==> config.mk <==
export PLATFORM = sky130hd
export DESIGN_NAME = ovss_top
export DESIGN_NICKNAME = d
export VERILOG_FILES = /design/src/rtl/ovss_pkg.sv /design/src/rtl/ovss_sync.sv /design/src/rtl/ovss_timer.sv /design/src/rtl/ovss_top.sv
export SDC_FILE = /design/constraint.sdc
export NUM_CORES = 1
export LEC_CHECK = 0
export BUFFER_PORTS_ARGS = -buffer_cell sky130_fd_sc_hd__buf_2
export CAP_MARGIN = 40
export CORE_ASPECT_RATIO = 1.25
export CORE_MARGIN = 2
export CORE_UTILIZATION = 50
export CTS_CLUSTER_SIZE = 25
export DETAILED_ROUTE_END_ITERATION = 8
export PLACE_DENSITY = 0.69
export SETUP_SLACK_MARGIN = 0.05
export SLEW_MARGIN = 20
export SYNTH_ARGS = -nofsm -noshare
export SYNTH_HDL_FRONTEND = slang
export SYNTH_SLANG_ARGS = --single-unit
==> constraint.sdc <==
create_clock -name sys_clk_in -period 5.75 [get_ports sys_clk_in]
set_clock_uncertainty 0.1 [all_clocks]
set_input_delay 1.15 -clock sys_clk_in [delete_from_list [all_inputs] [get_ports sys_clk_in]]
set_output_delay 1.15 -clock sys_clk_in [all_outputs]
set_load 0.02 [all_outputs]
==> src/rtl/ovss_pkg.sv <==
// ovss_pkg: shared constants and types for the overvoltage switch sequencer
package ovss_pkg;

	// ------------------------------------------------------------
	// timing
	// ------------------------------------------------------------
	localparam int unsigned CLK_HZ          = 50_000_000;
	localparam int unsigned DEBOUNCE_MS     = 30;     // debounce_interval
	localparam int unsigned RETRY_MS        = 30;     // autoretry interval
	localparam int unsigned BLANK_US        = 10;     // overcurrent blanking
	localparam int unsigned OC_OFF_US       = 5;      // overcurrent turn-off
	localparam int unsigned DEBOUNCE_CYC    = (CLK_HZ / 1000) * DEBOUNCE_MS;
	localparam int unsigned RETRY_CYC       = (CLK_HZ / 1000) * RETRY_MS;
	localparam int unsigned BLANK_CYC       = (CLK_HZ / 1_000_000) * BLANK_US;
	localparam int unsigned OC_OFF_CYC      = (CLK_HZ / 1_000_000) * OC_OFF_US;
	localparam int unsigned CNT_W           = 24;

	// ------------------------------------------------------------
	// indication levels kept for reference (millivolts, deg C)
	// ------------------------------------------------------------
	localparam int unsigned LOW_LOCKOUT_MV  = 2550;
	localparam int unsigned HIGH_LOCKOUT_MV = 6150;
	localparam int unsigned THERMAL_HYST_C  = 40;

	// ------------------------------------------------------------
	// types
	// ------------------------------------------------------------
	typedef enum logic [2:0] {
		OVSS_ST_OFF      = 3'b000,
		OVSS_ST_DEBOUNCE = 3'b001,
		OVSS_ST_ON       = 3'b010,
		OVSS_ST_BLANK    = 3'b011,
		OVSS_ST_RETRY    = 3'b100,
		OVSS_ST_THERMAL  = 3'b101
	} ovss_state_t;

	typedef struct packed {
		logic low_input_lockout;   // input below low lockout level
		logic high_input_lockout;  // input above high lockout level
		logic overcurrent;         // current limit tripped
		logic thermal_trip;        // junction above thermal_trip_level
		logic thermal_clear;       // junction cooled by the hysteresis
	} ovss_sense_t;

endpackage : ovss_pkg

==> src/rtl/ovss_sync.sv <==
// ovss_sync: two flip-flop synchroniser for a group of sense levels
`timescale 1ns/10ps
module ovss_sync #(
	parameter int unsigned WIDTH = 5
) (
	input  wire logic             sys_clk_in,   // system clock
	input  wire logic             reset_n_in,   // async reset, active low
	input  wire logic [WIDTH-1:0] async_in,     // raw levels from pins
	output logic      [WIDTH-1:0] sync_out      // levels in clock domain
);

	// ------------------------------------------------------------
	// synchroniser chain
	// ------------------------------------------------------------
	logic [WIDTH-1:0] meta;

	// first stage is read only by the second stage
	always_ff @(posedge sys_clk_in or negedge reset_n_in) begin
		if (!reset_n_in) begin
			meta     <= '0;
			sync_out <= '0;
		end else begin
			meta     <= async_in;
			sync_out <= meta;
		end
	end

endmodule : ovss_sync

==> src/rtl/ovss_timer.sv <==
// ovss_timer: down-counting interval timer with one-cycle done pulse
`timescale 1ns/10ps
module ovss_timer #(
	parameter int unsigned CNT_W = 24
) (
	input  wire logic             sys_clk_in,   // system clock
	input  wire logic             reset_n_in,   // async reset, active low
	input  wire logic             start_in,     // load and run
	input  wire logic             stop_in,      // abandon count
	input  wire logic [CNT_W-1:0] load_in,      // cycles to count
	output logic                  done_out      // pulse on expiry
);

	// ------------------------------------------------------------
	// counter
	// ------------------------------------------------------------
	logic [CNT_W-1:0] count;
	logic             running;
	wire              last = running && (count == {{(CNT_W-1){1'b0}}, 1'b1});

	// stop wins over start so a dropout mid-cycle never leaves a stale count
	always_ff @(posedge sys_clk_in or negedge reset_n_in) begin
		if (!reset_n_in) begin
			count    <= '0;
			running  <= 1'b0;
			done_out <= 1'b0;
		end else if (stop_in) begin
			running  <= 1'b0;
			done_out <= 1'b0;
		end else if (start_in) begin
			count    <= load_in;
			running  <= 1'b1;
			done_out <= 1'b0;
		end else begin
			done_out <= last;
			if (last)
				running <= 1'b0;
			if (running)
				count <= count - {{(CNT_W-1){1'b0}}, 1'b1};
		end
	end

endmodule : ovss_timer

==> src/rtl/ovss_top.sv <==
// ovss_top: sequencer for the overvoltage protection switch
`timescale 1ns/10ps
module ovss_top #(
	parameter int unsigned DEBOUNCE_CYC = ovss_pkg::DEBOUNCE_CYC, // startup debounce
	parameter int unsigned RETRY_CYC    = ovss_pkg::RETRY_CYC,    // autoretry wait
	parameter int unsigned BLANK_CYC    = ovss_pkg::BLANK_CYC,    // overcurrent blanking
	parameter int unsigned OC_OFF_CYC   = ovss_pkg::OC_OFF_CYC    // fast trip response
) (
	input  wire logic               sys_clk_in,        // free-running clock, 50 MHz
	input  wire logic               reset_n_in,        // async reset, active low
	input  wire ovss_pkg::ovss_sense_t sense_in,       // raw analog indications
	input  wire logic               switch_en_n_in,    // switch enable, active low
	output logic                    pump_en_out,       // charge pump enable
	output logic                    osc_run_out,       // timing oscillator running
	output logic                    switch_on_out,     // pass switch gate drive
	output logic                    power_good_n_o_out, // power_good_n output level, always 0
	output logic                    power_good_n_oe_out, // power_good_n pull-low enable
	output logic                    fault_out          // overcurrent or thermal fault
);

	// ------------------------------------------------------------
	// input synchronisation
	// ------------------------------------------------------------
	localparam int unsigned NSYNC = $bits(ovss_pkg::ovss_sense_t) + 1;
	localparam int unsigned CW    = ovss_pkg::CNT_W;

	logic [NSYNC-1:0]      sync_bus;
	ovss_pkg::ovss_sense_t sense;
	logic                  en_n;

	ovss_sync #(.WIDTH(NSYNC)) u_sync (
		.sys_clk_in (sys_clk_in),
		.reset_n_in (reset_n_in),
		.async_in   ({switch_en_n_in, sense_in}),
		.sync_out   (sync_bus)
	);

	assign sense = ovss_pkg::ovss_sense_t'(sync_bus[NSYNC-2:0]);
	assign en_n  = sync_bus[NSYNC-1];

	// the sync stages hold zeros just after reset, which would read as a valid
	// range and start a false debounce; ignore them until real samples arrive
	logic [1:0] sync_warm;

	always_ff @(posedge sys_clk_in or negedge reset_n_in) begin
		if (!reset_n_in) begin
			sync_warm <= 2'h0;
		end else begin
			sync_warm <= {sync_warm[0], 1'b1};
		end
	end

	// ------------------------------------------------------------
	// decoded conditions
	// ------------------------------------------------------------
	wire in_range  = sync_warm[1] &&
	                 !sense.low_input_lockout && !sense.high_input_lockout;
	wire out_range = !in_range;
	wire oc        = sense.overcurrent;
	wire hot       = sense.thermal_trip;
	wire cooled    = sense.thermal_clear;

	// ------------------------------------------------------------
	// state register and timer
	// ------------------------------------------------------------
	ovss_pkg::ovss_state_t state;
	ovss_pkg::ovss_state_t next_state;
	logic                  tmr_start;
	logic                  tmr_stop;
	logic [CW-1:0]         tmr_load;
	logic                  tmr_done;
	logic [CW-1:0]         oc_cnt;
	logic [CW-1:0]         next_oc_cnt;

	// one timer serves debounce, blanking and retry since they never overlap
	ovss_timer #(.CNT_W(CW)) u_timer (
		.sys_clk_in (sys_clk_in),
		.reset_n_in (reset_n_in),
		.start_in   (tmr_start),
		.stop_in    (tmr_stop),
		.load_in    (tmr_load),
		.done_out   (tmr_done)
	);

	// state transitions; thermal trip takes priority over all, then range dropout outside THERMAL
	always_comb begin
		next_state = state;
		tmr_start  = 1'b0;
		tmr_stop   = 1'b0;
		tmr_load   = CW'(DEBOUNCE_CYC);
		case (state)
			ovss_pkg::OVSS_ST_OFF: begin
				if (in_range && !hot) begin
					next_state = ovss_pkg::OVSS_ST_DEBOUNCE;
					tmr_start  = 1'b1;
				end
			end
			ovss_pkg::OVSS_ST_DEBOUNCE: begin
				if (tmr_done)
					next_state = ovss_pkg::OVSS_ST_ON;
			end
			ovss_pkg::OVSS_ST_ON: begin
				if (oc && !en_n && oc_cnt >= CW'(OC_OFF_CYC - 1)) begin
					next_state = ovss_pkg::OVSS_ST_RETRY;
					tmr_start  = 1'b1;
					tmr_load   = CW'(RETRY_CYC);
				end
			end
			ovss_pkg::OVSS_ST_RETRY: begin
				if (tmr_done) begin
					next_state = ovss_pkg::OVSS_ST_BLANK;
					tmr_start  = 1'b1;
					tmr_load   = CW'(BLANK_CYC);
				end
			end
			ovss_pkg::OVSS_ST_BLANK: begin
				if (tmr_done) begin
					if (oc) begin
						next_state = ovss_pkg::OVSS_ST_RETRY;
						tmr_start  = 1'b1;
						tmr_load   = CW'(RETRY_CYC);
					end else begin
						next_state = ovss_pkg::OVSS_ST_ON;
					end
				end
			end
			ovss_pkg::OVSS_ST_THERMAL: begin
				if (cooled && !hot)
					next_state = ovss_pkg::OVSS_ST_OFF;
			end
			default: next_state = ovss_pkg::OVSS_ST_OFF;
		endcase
		if (hot && state != ovss_pkg::OVSS_ST_THERMAL) begin
			next_state = ovss_pkg::OVSS_ST_THERMAL;
			tmr_start  = 1'b0;
			tmr_stop   = 1'b1;
		end else if (out_range && state != ovss_pkg::OVSS_ST_THERMAL) begin
			next_state = ovss_pkg::OVSS_ST_OFF;
			tmr_start  = 1'b0;
			tmr_stop   = 1'b1;
		end
	end

	// overcurrent persistence while on gives the fast trip filter
	always_comb begin
		if (state == ovss_pkg::OVSS_ST_ON && oc && !en_n)
			next_oc_cnt = oc_cnt + {{(CW-1){1'b0}}, 1'b1};
		else
			next_oc_cnt = '0;
	end

	// ------------------------------------------------------------
	// output decode
	// ------------------------------------------------------------
	wire on_state  = (next_state == ovss_pkg::OVSS_ST_ON) ||
	                 (next_state == ovss_pkg::OVSS_ST_BLANK);
	wire next_sw   = on_state && !en_n;
	wire next_pump = in_range && !hot &&
	                 (next_state != ovss_pkg::OVSS_ST_OFF) &&
	                 (next_state != ovss_pkg::OVSS_ST_THERMAL);
	wire next_pg   = in_range && (next_state != ovss_pkg::OVSS_ST_OFF) &&
	                 (next_state != ovss_pkg::OVSS_ST_DEBOUNCE) &&
	                 (next_state != ovss_pkg::OVSS_ST_THERMAL);
	wire next_flt  = (next_state == ovss_pkg::OVSS_ST_RETRY) ||
	                 (next_state == ovss_pkg::OVSS_ST_BLANK) ||
	                 (next_state == ovss_pkg::OVSS_ST_THERMAL);

	// registered outputs so every pin is a flip-flop
	always_ff @(posedge sys_clk_in or negedge reset_n_in) begin
		if (!reset_n_in) begin
			state               <= ovss_pkg::OVSS_ST_OFF;
			oc_cnt              <= '0;
			pump_en_out         <= 1'b0;
			osc_run_out         <= 1'b0;
			switch_on_out       <= 1'b0;
			power_good_n_o_out  <= 1'b0;
			power_good_n_oe_out <= 1'b0;
			fault_out           <= 1'b0;
		end else begin
			state               <= next_state;
			oc_cnt              <= next_oc_cnt;
			pump_en_out         <= next_pump;
			osc_run_out         <= next_pump;
			switch_on_out       <= next_sw;
			power_good_n_o_out  <= 1'b0;
			power_good_n_oe_out <= next_pg;
			fault_out           <= next_flt;
		end
	end

endmodule : ovss_top
==> run_results.csv <==
group,metric,value,unit
setup_path,startpoint_type,"flip-flop",
setup_path,slowest_stage,"nor4_1",
setup_path,path_max_fanout,6,
drt,wl,6260,um
yosys,avgSynthCellArea,10.2,um^2
pwr,fin_total_pwr,1.27,mW
setup_path,r2r_start,"u_timer.count[7]",
final_layout,fill_cells,580,
setup_path,worstSetupEndpointType,"flip-flop",
timing,hold_slack,0.250,ns
global_routing,grt_pass1_vias,2570,
pwr,p_leak,1.65,nW
setup_path,worstPathCellList,"nor4_1 -> nand3_1 -> or4_4 -> nand2_1 -> nand2_1",
global_routing,antenna_found_initial,0,
pwr,netSwitchingFraction,0.324,
timing,fin_crit,2.47,ns
global_routing,grt_pass1_wl,11300,um
yosys,netlist_instances,340,
timing,fin_ws,3.28,ns
yosys,yosys_register_bits,71,
global_routing,grt_max_degree,38,
pwr,intPower,0.858,mW
setup_path,crit_top_cell,"nand2_1",
final_layout,drive_gt1_frac,0.118,
setup_path,worstSetupPathType,"flip-flop to flip-flop",
setup_path,critPathRequiredTime,5.86,ns
placed_design,pre_cts_ws,3.02,ns
cts,clk_latency,0.35,ns
worst_hold_path,min_from,"u_sync.meta[0]",
cts,cts_tree,"yes",
timing,setup_tns,0,ns
drt,wire_per_inst,14.1,um
timing,fin_crit_sh,0.430,
yosys,yosysMostFrequentCell,"dfrtp_1",
timing,max_freq,404,MHz
worst_hold_path,min_to,"u_sync.sync_out[0]",
timing,report.final.slew_viol_count,0,
timing,setup_viol_count_final,0,
yosys,synth-main-ff-cell,"dfrtp_1",
setup_path,rr_worst_depth,5,
cts,clk_pin_slew,0.07,ns
cts,cts_resized,0,
pwr,power.clock.fraction,0.276,
pwr,switching_power,0.411,mW
setup_path,cp.arrival,2.58,ns
timing,tightest_slew,0.828,ns
drt,drtAntennaViolNets,0,
floorplanning,coreArea,0.00665,mm^2
cts,hold_buffers,0,
drt,first_iter_violations,112,
yosys,synthArstFlopShare,1.00,
floorplanning,dieArea,0.00762,mm^2
global_routing,gr-total-overflow,0,
floorplanning,pin_count,14,
floorplanning,start_util,0.521,
cts,post_cts_buffers,0,
yosys,synth_top_cell_by_area,"dfrtp_1",
cts,numClockSinks,71,
pwr,p_seq_frac,0.521,
pwr,max-vdd-ir-drop,0.221,mV
flow_run,drv_cap,0,
drt,drt_first_pass_iters,4,
yosys,synth_area,0.00347,mm^2
yosys,synthTopCellsByArea,"dfrtp_1 (51%), xor2_1 (5.6%), xnor2_1 (5.3%)",
timing,relSlewSlack,0.443,
floorplanning,rows,33,
run_status,status,"complete, no violations",
drt,via_per_inst,5.49,
drt,vias,2430,
placed_design,port_buffers,12,
timing,rsz0062_at_grt,"false",
yosys,syn_nets,353,
global_routing,grt_usage,0.189,
setup_path,crit_path_max_incr_delay,0.73,ns
yosys,yosysTopAreaCellShare,0.513,
worst_hold_path,hp-class,"flip-flop to flip-flop",
final_layout,finalCoreUtilization,0.569,
yosys,ys_warn_count,0,
final_layout,area_growth_syn_to_layout,9.17,%
placed_design,dp_hpwl,4370,um
setup_path,timing.rr.end,"u_timer.running",
floorplanning,die_width,78.5,um
setup_path,r2r_slack,3.28,ns
yosys,synth_edf_count,0,
final_layout,fin_nets,364,
timing,hold_viol,0,
final_layout,register_area,0.00178,mm^2
pwr,p_comb_frac,0.204,
yosys,yosys-top-cells-count,"dfrtp_1 (71), nor2_1 (42), nand2_1 (23), xor2_1 (22), xnor2_1 (21)",
cts,clk_path_buf_depth,2,
floorplanning,die_h,97.1,um
placed_design,gp_congestion,0.878,
final_layout,antenna_cells,0,
cts,cts-root-buf,"clkbuf_8",
drt,drc,0,
worst_hold_path,holdPathStages,0,
cts,numCtsBuffers,9,
final_layout,multi_input_area,0.00158,mm^2
pwr,p_per_area,335,mW/mm^2
cts,htree_levels,3,
yosys,ys_types,47,
yosys,ys_seq_area_frac,0.513,
-- metrics by stage --
step                      cells  cell area (um^2)
after floorplan             340              3470
after global placement      425              3570
after CTS                   442              3770
after detailed placement    426              3590
final                       443              3780
after global routing        443              3780
-- layer usage --
layer | part of all wire | track usage
met1 | 0.44 | 0.227
met2 | 0.50 | 0.312
met3 | 0.024 | 0.0362
met4 | 0.038 | 0.112
met5 | 0 | 0
-- sequential cells by signal, summed over array words and instances (netlist names) --
register,count
oc_cnt,24
u_timer.count,24
u_sync.meta,6
u_sync.sync_out,6
state,3
sync_warm,2
fault_out,1
osc_run_out,1
power_good_n_oe_out,1
switch_on_out,1
u_timer.done_out,1
u_timer.running,1
-- area by class of cell --
cell class | count | area share
flip-flops and latches | 71 | 0.470
clock inverters | 6 | 0.00959
repair buffers | 16 | 0.0291
inverters | 10 | 0.00992
clock buffers | 10 | 0.0364
well taps | 87 | 0.0288
multi-input cells | 243 | 0.417
-- critical path, delay by kind of cell (launching register included) --
family | cells | cell delay [ns]
flip-flops | 1 | 0.41
AND/OR/NAND/NOR | 5 | 1.83
-- placed cells by master (no fill, tap or decap), types with 6 or more instances in the layout --
cell and count:
a21oi_1 6, xor2_1 22, nand2_1 23, nor2_1 42, o21ai_0 7, xnor2_1 21
nor3_1 9, and3_1 6, buf_2 12, clkbuf_8 10, dfrtp_1 71, nor4_1 11
nand3_1 20, nand4_1 8, mux2i_1 8, inv_1 10
-- worst max-delay path by stage --
| stage | startpoint | to | cells past startpoint |
|---|---|---|---|
| finish | u_timer.count[7] | u_timer.running | 5 |
| global route | u_timer.count[9] | u_timer.running | 5 |
| CTS | state[0] | u_timer.count[7] | 4 |
| detailed placement | state[0] | u_timer.count[7] | 4 |
| global placement | state[0] | u_timer.count[18] | 4 |
| floorplan | u_timer.count[16] | u_timer.running | 5 |
-- power groups by stage --
stage          logic (mW)  registers [mW]  clock network (mW)
5_1_grt             0.298           0.675               0.380
2_1_floorplan       0.223           0.633                   0
6_report            0.258           0.661               0.350
3_5_place_dp        0.260           0.669                   0
4_1_cts             0.263           0.660               0.361
3_3_place_gp        0.254           0.662                   0
-- cell families (layout without fill, tap and decap cells) --
family,Yosys count,after routing,synth area share
AOI/OAI and AO/OA,32,32,0.0646
adders and majority gates,5,5,0.0181
xor gates and xnor gates,43,43,0.109
other,2,2,0.00217
buffers and inverters,26,42,0.0325
DFF,71,71,0.513
and+or+nand+nor,153,153,0.238
muxes,8,8,0.0231
(Power assumes the default switching activity.)
